==> src/hdl/tvic_ctrl.sv <==
`default_nettype none
`default_nettype wire

==> src/hdl/tvic_pkg.sv <==
`default_nettype none
package tvic_pkg;
	// ==========================================================
	// sources, in fixed polling order (index 0 polled first)
	localparam int NSRC = 7;
	localparam int SRC_DSP = 0;
	localparam int SRC_TMR0 = 1;
	localparam int SRC_GPIO = 2;
	localparam int SRC_SPI = 3;
	localparam int SRC_UART1 = 4;
	localparam int SRC_UART2 = 5;
	localparam int SRC_CAL = 6;
	localparam int GATE_BIT = 7;
	// ==========================================================
	// vector addresses
	localparam logic [15:0] VEC_BASE = 16'h0003;
	localparam logic [15:0] VEC_STEP = 16'h0008;
	// ==========================================================
	// register byte addresses on the bus
	localparam logic [7:0] OFS_ENABLE = 8'h00;
	localparam logic [7:0] OFS_LEVEL = 8'h04;
	localparam logic [7:0] OFS_STATUS = 8'h08;
	localparam logic [7:0] OFS_IRQ_STAT = 8'h0C;
	localparam logic [7:0] OFS_IRQ_MASK = 8'h10;
	// ==========================================================
	// reset values
	localparam logic [7:0] RST_ENABLE = 8'h00;
	localparam logic [7:0] RST_LEVEL = 8'h00;
	localparam logic [1:0] RST_EVT = 2'h0;
	// interrupt event bits
	localparam int EVT_TAKEN = 0;
	localparam int EVT_RETURN = 1;
	// axi responses
	localparam logic [1:0] RESP_OKAY = 2'h0;
	localparam logic [1:0] RESP_SLVERR = 2'h2;
	typedef enum logic [1:0] {TVIC_IDLE, TVIC_LOW, TVIC_HIGH, TVIC_HL}
		tvic_state_e;
endpackage
`default_nettype wire

==> src/hdl/tvic_top.sv <==
`default_nettype none
// Behaviour
// - seven independent request sources are collected.
// - an accepted request presents that source's fixed vector to the core.
// - the enable register holds one enable per source, gate at bit 7.
// - a clear gate blocks all requests, else each follows its enable bit.
// - the level register holds one high/low bit per source, bit 7 unused.
// - in a low routine only a high request may still be delivered.
// - in a high routine nothing further is delivered.
// - a pending high request is taken before a pending low one.
// - same-level ties poll DSP, timer0, gpio, spi, uart1, uart2, cal.
// - each source request is the OR of that peripheral's flags.
module tvic_top
(
	// clock and reset
	input wire logic aclk,
	input wire logic aresetn,
	// peripheral flags
	input wire logic [3:0] calendar_flags,
	input wire logic [1:0] uart1_flags,
	input wire logic [1:0] uart2_flags,
	input wire logic serial_transfer_done_flag,
	input wire logic [1:0] gpio_status_flags,
	input wire logic timer0_overflow_flag,
	input wire logic [1:0] meter_flags,
	// core side
	output logic core_irq_req,
	output logic [15:0] core_irq_vector,
	input wire logic core_irq_ack,
	input wire logic core_reti,
	// axi4-lite slave
	input wire logic [7:0] s_axi_awaddr,
	input wire logic s_axi_awvalid,
	output logic s_axi_awready,
	input wire logic [31:0] s_axi_wdata,
	input wire logic [3:0] s_axi_wstrb,
	input wire logic s_axi_wvalid,
	output logic s_axi_wready,
	output logic [1:0] s_axi_bresp,
	output logic s_axi_bvalid,
	input wire logic s_axi_bready,
	input wire logic [7:0] s_axi_araddr,
	input wire logic s_axi_arvalid,
	output logic s_axi_arready,
	output logic [31:0] s_axi_rdata,
	output logic [1:0] s_axi_rresp,
	output logic s_axi_rvalid,
	input wire logic s_axi_rready,
	// interrupt to system
	output logic irq
);
	// ==========================================================
	// request gathering
	logic [6:0] src_req;
	logic [7:0] enable_q;
	logic [7:0] level_q;
	logic [6:0] active_req;
	logic [6:0] hi_req;
	logic [6:0] lo_req;
	logic [6:0] pick;
	logic [2:0] pick_idx;
	logic pick_hi;
	logic can_hi;
	logic can_lo;
	logic [2:0] idx_q;
	logic req_q;
	logic hi_q;
	tvic_pkg::tvic_state_e state_q;
	logic [1:0] evt_q;
	logic [1:0] mask_q;

	// lowest set index wins: fixed polling order
	function automatic logic [2:0] first_idx(input logic [6:0] v);
		logic [2:0] r;
		r = 3'h0;
		for (int i = tvic_pkg::NSRC - 1; i >= 0; i--)
			if (v[i])
				r = 3'(i);
		return r;
	endfunction

	// flags come from core-clock logic, so no synchroniser
	always_comb
	begin
		src_req[tvic_pkg::SRC_CAL] = |calendar_flags;
		src_req[tvic_pkg::SRC_UART2] = |uart2_flags;
		src_req[tvic_pkg::SRC_UART1] = |uart1_flags;
		src_req[tvic_pkg::SRC_SPI] = serial_transfer_done_flag;
		src_req[tvic_pkg::SRC_GPIO] = |gpio_status_flags;
		src_req[tvic_pkg::SRC_TMR0] = timer0_overflow_flag;
		src_req[tvic_pkg::SRC_DSP] = |meter_flags;
	end

	// gate, per-source enables, then split by level
	assign active_req = enable_q[tvic_pkg::GATE_BIT] ?
		(src_req & enable_q[6:0]) : 7'h00;
	assign hi_req = active_req & level_q[6:0];
	assign lo_req = active_req & ~level_q[6:0];

	// ==========================================================
	// nesting state and arbitration
	assign can_hi = (state_q == tvic_pkg::TVIC_IDLE) ||
		(state_q == tvic_pkg::TVIC_LOW);
	assign can_lo = (state_q == tvic_pkg::TVIC_IDLE);
	assign pick_hi = can_hi && (hi_req != 7'h00);
	assign pick = pick_hi ? hi_req : (can_lo ? lo_req : 7'h00);
	assign pick_idx = first_idx(pick);

	// offer is registered; the vector is re-picked every cycle while requested
	always_ff @(posedge aclk)
	begin
		if (!aresetn)
		begin
			req_q <= 1'b0;
			idx_q <= 3'h0;
			hi_q <= 1'b0;
		end
		else if (core_irq_ack || core_reti)
			req_q <= 1'b0; // re-evaluate after every state change
		else
		begin
			req_q <= pick != 7'h00;
			idx_q <= pick_idx;
			hi_q <= pick_hi;
		end
	end
	assign core_irq_req = req_q;
	assign core_irq_vector = tvic_pkg::VEC_BASE +
		16'(idx_q) * tvic_pkg::VEC_STEP;

	// active-level tracking; ack enters, return leaves innermost level
	always_ff @(posedge aclk)
	begin
		if (!aresetn)
			state_q <= tvic_pkg::TVIC_IDLE;
		else if (core_irq_ack && req_q)
		begin
			case (state_q)
				tvic_pkg::TVIC_IDLE:
					state_q <= hi_q ? tvic_pkg::TVIC_HIGH : tvic_pkg::TVIC_LOW;
				tvic_pkg::TVIC_LOW: state_q <= tvic_pkg::TVIC_HL;
				default: state_q <= state_q;
			endcase
		end
		else if (core_reti)
		begin
			case (state_q)
				tvic_pkg::TVIC_HL: state_q <= tvic_pkg::TVIC_LOW;
				default: state_q <= tvic_pkg::TVIC_IDLE;
			endcase
		end
	end

	// ==========================================================
	// axi4-lite slave: one write, one read at a time
	logic aw_q;
	logic w_q;
	logic [7:0] awaddr_q;
	logic [31:0] wdata_q;
	logic [3:0] wstrb_q;
	logic wr_go;
	logic wr_ok;
	logic rd_ok;
	logic [31:0] rd_val;
	assign s_axi_awready = !aw_q && !s_axi_bvalid;
	assign s_axi_wready = !w_q && !s_axi_bvalid;
	assign wr_go = aw_q && w_q && !s_axi_bvalid;
	assign s_axi_arready = !s_axi_rvalid;

	// capture address and data in either order
	always_ff @(posedge aclk)
	begin
		if (!aresetn)
		begin
			aw_q <= 1'b0;
			w_q <= 1'b0;
			awaddr_q <= 8'h00;
			wdata_q <= 32'h0;
			wstrb_q <= 4'h0;
		end
		else
		begin
			if (s_axi_awvalid && s_axi_awready)
			begin
				aw_q <= 1'b1;
				awaddr_q <= s_axi_awaddr;
			end
			else if (wr_go)
				aw_q <= 1'b0;
			if (s_axi_wvalid && s_axi_wready)
			begin
				w_q <= 1'b1;
				wdata_q <= s_axi_wdata;
				wstrb_q <= s_axi_wstrb;
			end
			else if (wr_go)
				w_q <= 1'b0;
		end
	end

	assign wr_ok = awaddr_q == tvic_pkg::OFS_ENABLE ||
		awaddr_q == tvic_pkg::OFS_LEVEL ||
		awaddr_q == tvic_pkg::OFS_IRQ_STAT ||
		awaddr_q == tvic_pkg::OFS_IRQ_MASK;

	// write response
	always_ff @(posedge aclk)
	begin
		if (!aresetn)
		begin
			s_axi_bvalid <= 1'b0;
			s_axi_bresp <= tvic_pkg::RESP_OKAY;
		end
		else if (wr_go)
		begin
			s_axi_bvalid <= 1'b1;
			s_axi_bresp <= wr_ok ? tvic_pkg::RESP_OKAY : tvic_pkg::RESP_SLVERR;
		end
		else if (s_axi_bready)
			s_axi_bvalid <= 1'b0;
	end

	// enable, level and mask registers, byte lane 0 only
	always_ff @(posedge aclk)
	begin
		if (!aresetn)
		begin
			enable_q <= tvic_pkg::RST_ENABLE;
			level_q <= tvic_pkg::RST_LEVEL;
			mask_q <= tvic_pkg::RST_EVT;
		end
		else if (wr_go && wstrb_q[0])
		begin
			if (awaddr_q == tvic_pkg::OFS_ENABLE)
				enable_q <= wdata_q[7:0];
			if (awaddr_q == tvic_pkg::OFS_LEVEL)
				level_q <= {1'b0, wdata_q[6:0]};
			if (awaddr_q == tvic_pkg::OFS_IRQ_MASK)
				mask_q <= wdata_q[1:0];
		end
	end

	// sticky events: set wins over a write-one clear
	logic [1:0] evt_clr;
	logic [1:0] evt_set;
	assign evt_clr = (wr_go && wstrb_q[0] &&
		awaddr_q == tvic_pkg::OFS_IRQ_STAT) ? wdata_q[1:0] : 2'h0;
	assign evt_set = {core_reti, core_irq_ack && req_q};
	always_ff @(posedge aclk)
	begin
		if (!aresetn)
			evt_q <= tvic_pkg::RST_EVT;
		else
			evt_q <= (evt_q & ~evt_clr) | evt_set;
	end
	assign irq = |(evt_q & mask_q);

	// read mux
	always_comb
	begin
		rd_ok = 1'b1;
		case (s_axi_araddr)
			tvic_pkg::OFS_ENABLE: rd_val = {24'h0, enable_q};
			tvic_pkg::OFS_LEVEL: rd_val = {24'h0, level_q};
			tvic_pkg::OFS_STATUS:
				rd_val = {13'h0, idx_q, 2'(state_q), 7'h00, src_req};
			tvic_pkg::OFS_IRQ_STAT: rd_val = {30'h0, evt_q};
			tvic_pkg::OFS_IRQ_MASK: rd_val = {30'h0, mask_q};
			default:
			begin
				rd_val = 32'h0;
				rd_ok = 1'b0;
			end
		endcase
	end

	// read response, one cycle after the address
	always_ff @(posedge aclk)
	begin
		if (!aresetn)
		begin
			s_axi_rvalid <= 1'b0;
			s_axi_rdata <= 32'h0;
			s_axi_rresp <= tvic_pkg::RESP_OKAY;
		end
		else if (s_axi_arvalid && s_axi_arready)
		begin
			s_axi_rvalid <= 1'b1;
			s_axi_rdata <= rd_val;
			s_axi_rresp <= rd_ok ? tvic_pkg::RESP_OKAY : tvic_pkg::RESP_SLVERR;
		end
		else if (s_axi_rready)
			s_axi_rvalid <= 1'b0;
	end
endmodule
`default_nettype wire

==> config.mk <==
export PLATFORM = sky130hd
export DESIGN_NAME = tvic_top
export DESIGN_NICKNAME = d
export VERILOG_FILES = /design/src/hdl/tvic_ctrl.sv /design/src/hdl/tvic_pkg.sv /design/src/hdl/tvic_top.sv
export SDC_FILE = /design/constraint.sdc
export NUM_CORES = 1
export LEC_CHECK = 0
export CAP_MARGIN = 20
export CORE_ASPECT_RATIO = 0.5
export CORE_UTILIZATION = 30
export CTS_BUF_LIST = sky130_fd_sc_hd__clkbuf_8
export CTS_CLUSTER_DIAMETER = 200
export DETAILED_ROUTE_END_ITERATION = 10
export DONT_BUFFER_PORTS = 1
export SYNTH_ARGS = -nofsm -noshare
export SYNTH_HDL_FRONTEND = slang
export SYNTH_SLANG_ARGS = --single-unit
==> constraint.sdc <==
create_clock -name aclk -period 5.5 [get_ports aclk]
set_input_delay 0.825 -clock aclk [delete_from_list [all_inputs] [get_ports aclk]]
set_output_delay 0.825 -clock aclk [all_outputs]
set_load 0.02 [all_outputs]
Word-level counts from Yosys, hierarchy flattened
Index checks and enable logic that the tools add are counted.
Word-level totals
  flip-flop bits (word level): 83
  input bits: 75
  word-level logic and storage cells: 107
Cells by class
  add/subtract/negate cells: 1
  equality and inequality tests: 10
  multiplexer cells: 27
  bitwise gates (word level): 9
  reductions and logical operators: 42
Operators by type and width (count)
  case mux 19 bit (5 select lines): 1
  == test 8 x 4 -> 1 bit (second input constant): 3
  bitwise AND 7 bit: 3
  two-way mux 3 bit: 7
  two-way mux 7 bit: 3
  == test 8 x 3 -> 1 bit (second input constant): 2
  == test 8 x 5 -> 1 bit (second input constant): 2
  logical NOT 8 bit: 2
  nonzero test 7 bit: 2
  two-way mux 2 bit: 6
  OR reduction 2 bit: 6
  logical AND 1 bit: 11
  nonzero test 2 bit: 5
  two-way mux 1 bit: 9
  AND reduction 2 bit: 4
  adder 2 x 6 -> 7 bit (first input constant): 1
  NOT 7 bit: 1
  logical OR 1 bit: 5
  OR reduction 5 bit: 1
  bitwise AND 2 bit: 2
  logical NOT 1 bit: 4
  case mux 2 bit (2 select lines): 1
  OR reduction 4 bit: 1
  != test 3 x 2 -> 1 bit (second input constant): 1
  6 further kinds: 6

Logic depth before layout (Yosys ltp)
  depth in word-level cells: 14
  depth in mapped cells: 8

Least setup slack after synthesis
OpenSTA, ideal clock, no wires.
  path type: in2reg
  start: input port calendar_flags[1]
  end: register idx_q[2]
  setup time: 0.123 ns
  arrival time: 2.188 ns
  path slack: 3.189 ns
  stages on the path: 7
  cell sequence: nor4_1 o311a_1 and3_1 clkbuf_1 a2111o_1 nand2b_1 o22ai_1
On the way
  word-level cells in the longest chain between the ends: 14
  elaborated cells between the ends (all ways): 16
  classes of those cells: 10 x mux; 3 x bitwise; 3 x reduce/logical
Ends and longest elaborated chain
  start: declaration: line tvic_top.sv:19  | input wire logic [3:0] calendar_flags,
  OR reduction 4 bit (*): line tvic_top.sv:85  | src_req[tvic_pkg::SRC_CAL] = |calendar_flags;
  bitwise AND 7 bit (*): line tvic_top.sv:96  | (src_req & enable_q[6:0]) : 7'h00;
  two-way mux 7 bit (*): line tvic_top.sv:95  | assign active_req = enable_q[tvic_pkg::GATE_BIT] ?
  bitwise AND 7 bit: line tvic_top.sv:97  | assign hi_req = active_req & level_q[6:0];
  nonzero test 7 bit: line tvic_top.sv:105  | assign pick_hi = can_hi && (hi_req != 7'h00);
  logical AND 1 bit: line tvic_top.sv:105
  two-way mux 7 bit (*): line tvic_top.sv:106  | assign pick = pick_hi ? hi_req : (can_lo ? lo_req : 7'h00);
  two-way mux 3 bit (6 in series): line tvic_top.sv:77  | if (v[i])
  two-way mux 3 bit (*): line tvic_top.sv:77
  end signal: assignment: line tvic_top.sv:123  | idx_q <= pick_idx;
  end: declaration: line tvic_top.sv:65  | logic [2:0] idx_q;
Every way passes the cells marked *; elsewhere a longest branch is shown, timed or not.
A chain may end at the register's enable or synchronous reset.

Final worst setup path
Same ends and word-level chain as after synthesis.

==> qor.yml <==
hold_violations: 0
dieArea_mm2: 0.0113
setup_slack_ns: 3.36
hold_path_depth: 2
cp-end-kind: "flip-flop"
hp-class: "flip-flop to flip-flop"
first_pass_iters: 4
worst-endpoint-arrival_ns: 2.35
cts_sinks: 62
hold_ws_ns: 0.465
finalWeightedCongestion: 0.814
p_leak_nw: 1.20
synth-main-ff-cell: "dfxtp_1"
routed_wl_um: 7140
crit_type: "primary input to flip-flop"
synth.avg_cell_area_um2: 8.58
grt_pass1_wl_um: 11000
synth-seq-cells: 62
min-delay-start: "awaddr_q[6]$_SDFFE_PN0P_"
seq_area_frac_synth: 0.381
maxCapViolations: 0
worstPathMaxFanout: 7
grt_max_degree: 63
period_share: 0.389
setup_viol: 0
io_pins: 134
die_w_um: 149
gr-total-overflow: 0
ctsRootBufferMaster: "clkbuf_8"
worst_ep_required_time_ns: 5.71
synth-edff-count: 0
antenna_found_initial: 0
ys_warn_count: 0
avgViaCountPerCell: 4.80
final_nets: 448
drtIter0Drc: 134
cts_tree: "yes"
hold_buffers: 0
finalSetupTns_ns: 0
cts_buffers: 9
synthDistinctLibCells: 55
tightest_slew_ns: 0.768
start_util: 0.314
power.density_mw_per_mm2: 276
start_kind: "primary input"
grt_usage: 0.129
rows: 26
fill_cells: 1084
clockBufferDepth: 2
antenna_cells: 0
place_ws_ns: 3.02
drc: 0
rrSetupSlack_ns: 3.38
finalMaxSlewViolations: 0
period_minus_slack_ns: 2.14
coreArea_mm2: 0.0104
die_h_um: 75.7
async_reset_ff_frac: 0
syn_to_final_growth_pct: 5.45
post_drt_wl_per_cell_um: 13.8
skew_ns: 0.00793
netlist_instances: 380
postCtsSetupRepairBufs: 0
drtAntennaViolNets: 0
r2r_cells: 6
holdPathEnd: "awaddr_q[6]$_SDFFE_PN0P_"
max_freq_ghz: 0.467
peakVddDrop_v: 0.000102
port_buffers: 0
drive_gt1_frac: 0.0743
clkTransAtPathRegs_ns: 0.07
clk_latency_ns: 0.33
syn-cell-area_mm2: 0.00326
htreeDepth: 3
rsz0062_at_grt: "false"
slew_headroom: 0.484
cts_resized: 0
rr_startpoint: "awaddr_q[1]$_SDFFE_PN0P_"
vias: 2483
r2r-end: "enable_q[0]$_SDFFE_PN0P_"
status: "completed"
dp.final_hpwl_um: 5420
grt_pass1_vias: 2162
[where the power goes]
group | switching [W] | internal [W]
Clock | 0.000164 | 0.000230
Combinational | 0.0000522 | 0.0000247
Sequential | 0.0000163 | 0.000462
Total | 0.000232 | 0.000717
[sequential cells by signal, summed over array words and instances (netlist names), 2 cells and up]
name / cells
awaddr_q: 8
enable_q: 8
evt_q: 2
idx_q: 3
level_q: 7
mask_q: 2
s_axi_rdata: 13
state_q: 2
wdata_q: 8
[logic make-up after synthesis]
group / Yosys count / share of synthesized area
other cells: 2 / 0.00230
buf+inv: 56 / 0.104
compound gates: 86 / 0.185
simple gates: 152 / 0.252
mux: 22 / 0.0752
flops: 62 / 0.381
[critical path, stage by stage]
cell and delay, ns:
nor4_1 0.56, o311a_1 0.30, and3_1 0.30, a2111o_1 0.19
nand2b_1 0.11, o22ai_1 0.06
[final cells by class]
class	instances	area, um^2	area share
Tap cell	140	175	0.0510
Clock inverter	4	47.5	0.0138
Sequential cell	62	1240	0.361
Inverter	6	22.5	0.00655
Clock buffer	11	151	0.0440
Multi-Input combinational cell	294	1800	0.523
[per-stage QoR]
stage	total power (W)	std cells	cell area (um^2)	util
final	0.000949	517	3440	0.331
after floorplan	0.000579	412	3380	-
after CTS	0.000964	517	3440	0.331
after detailed placement	0.000567	502	3240	0.312
after global routing	0.000998	517	3440	0.331
after global placement	0.000565	502	3240	0.312
[synth_stat cells, types with 3 or more instances]
| cell | number | area, um^2 |
|---|---|---|
| or2_2 | 3 | 18.8 |
| buf_4 | 34 | 255 |
| nand2_1 | 53 | 199 |
| nor2b_1 | 25 | 156 |
| clkbuf_1 | 14 | 52.6 |
| and2_1 | 7 | 43.8 |
| o2111ai_1 | 3 | 26.3 |
| nand3_1 | 7 | 35.0 |
| a22oi_1 | 5 | 37.5 |
| o211ai_1 | 3 | 22.5 |
| nand2b_1 | 5 | 31.3 |
| inv_1 | 6 | 22.5 |
| nor4_1 | 4 | 25.0 |
| nor3b_1 | 3 | 22.5 |
| a21boi_0 | 28 | 210 |
| o22ai_1 | 5 | 31.3 |
| nor2_1 | 22 | 82.6 |
| o21ai_0 | 18 | 90.1 |
| dfxtp_1 | 62 | 1240 |
| nor3_1 | 5 | 25.0 |
| a21oi_1 | 6 | 30.0 |
| nand4_1 | 4 | 25.0 |
| mux2i_1 | 20 | 200 |
[worst max path at each step]
stage	startpoint	end	slack (ns)	cells after the start
after CTS	awaddr_q[1]$_SDFFE_PN0P_	enable_q[3]$_SDFFE_PN0P_	3.35	6
final	calendar_flags[1]	idx_q[2]$_SDFFE_PN0N_	3.36	6
after detailed placement	calendar_flags[1]	idx_q[2]$_SDFFE_PN0N_	3.02	6
after floorplan	calendar_flags[1]	idx_q[2]$_SDFFE_PN0N_	3.19	7
after global placement	calendar_flags[1]	idx_q[2]$_SDFFE_PN0N_	3.01	6
after global routing	s_axi_araddr[0]	s_axi_rdata[14]$_SDFFE_PN0P_	3.19	5
[metal layers]
layer | routed length, um | track usage | vias to the layer above | part of all wire
li1 | - | - | 1252 | -
met1 | 3380 | 0.158 | 1147 | 0.47
met2 | 3100 | 0.202 | 75 | 0.43
met3 | 553 | 0.0581 | 9 | 0.077
met4 | 110 | 0.0465 | 0 | 0.015
met5 | 0 | 0 | - | 0
[cells in the final DEF, fill, tap and decap left out, types with 3 or more instances in the layout]
master and n:
and2_1 7, nand2_1 53, o211ai_1 3, a21oi_1 6, or2_2 3, o21ai_0 18, o2111ai_1 3, o22ai_1 5
nor3_1 5, clkbuf_8 11, a21boi_0 28, nor3b_1 3, inv_1 7, nand4_1 4, a22oi_1 5, conb_1 34
nand2b_1 5, nor2b_1 25, nand3_1 7, mux2i_1 20, nor2_1 22, nor4_1 4, dfxtp_1 62
Note: power is estimated with default switching activity, not from simulation.
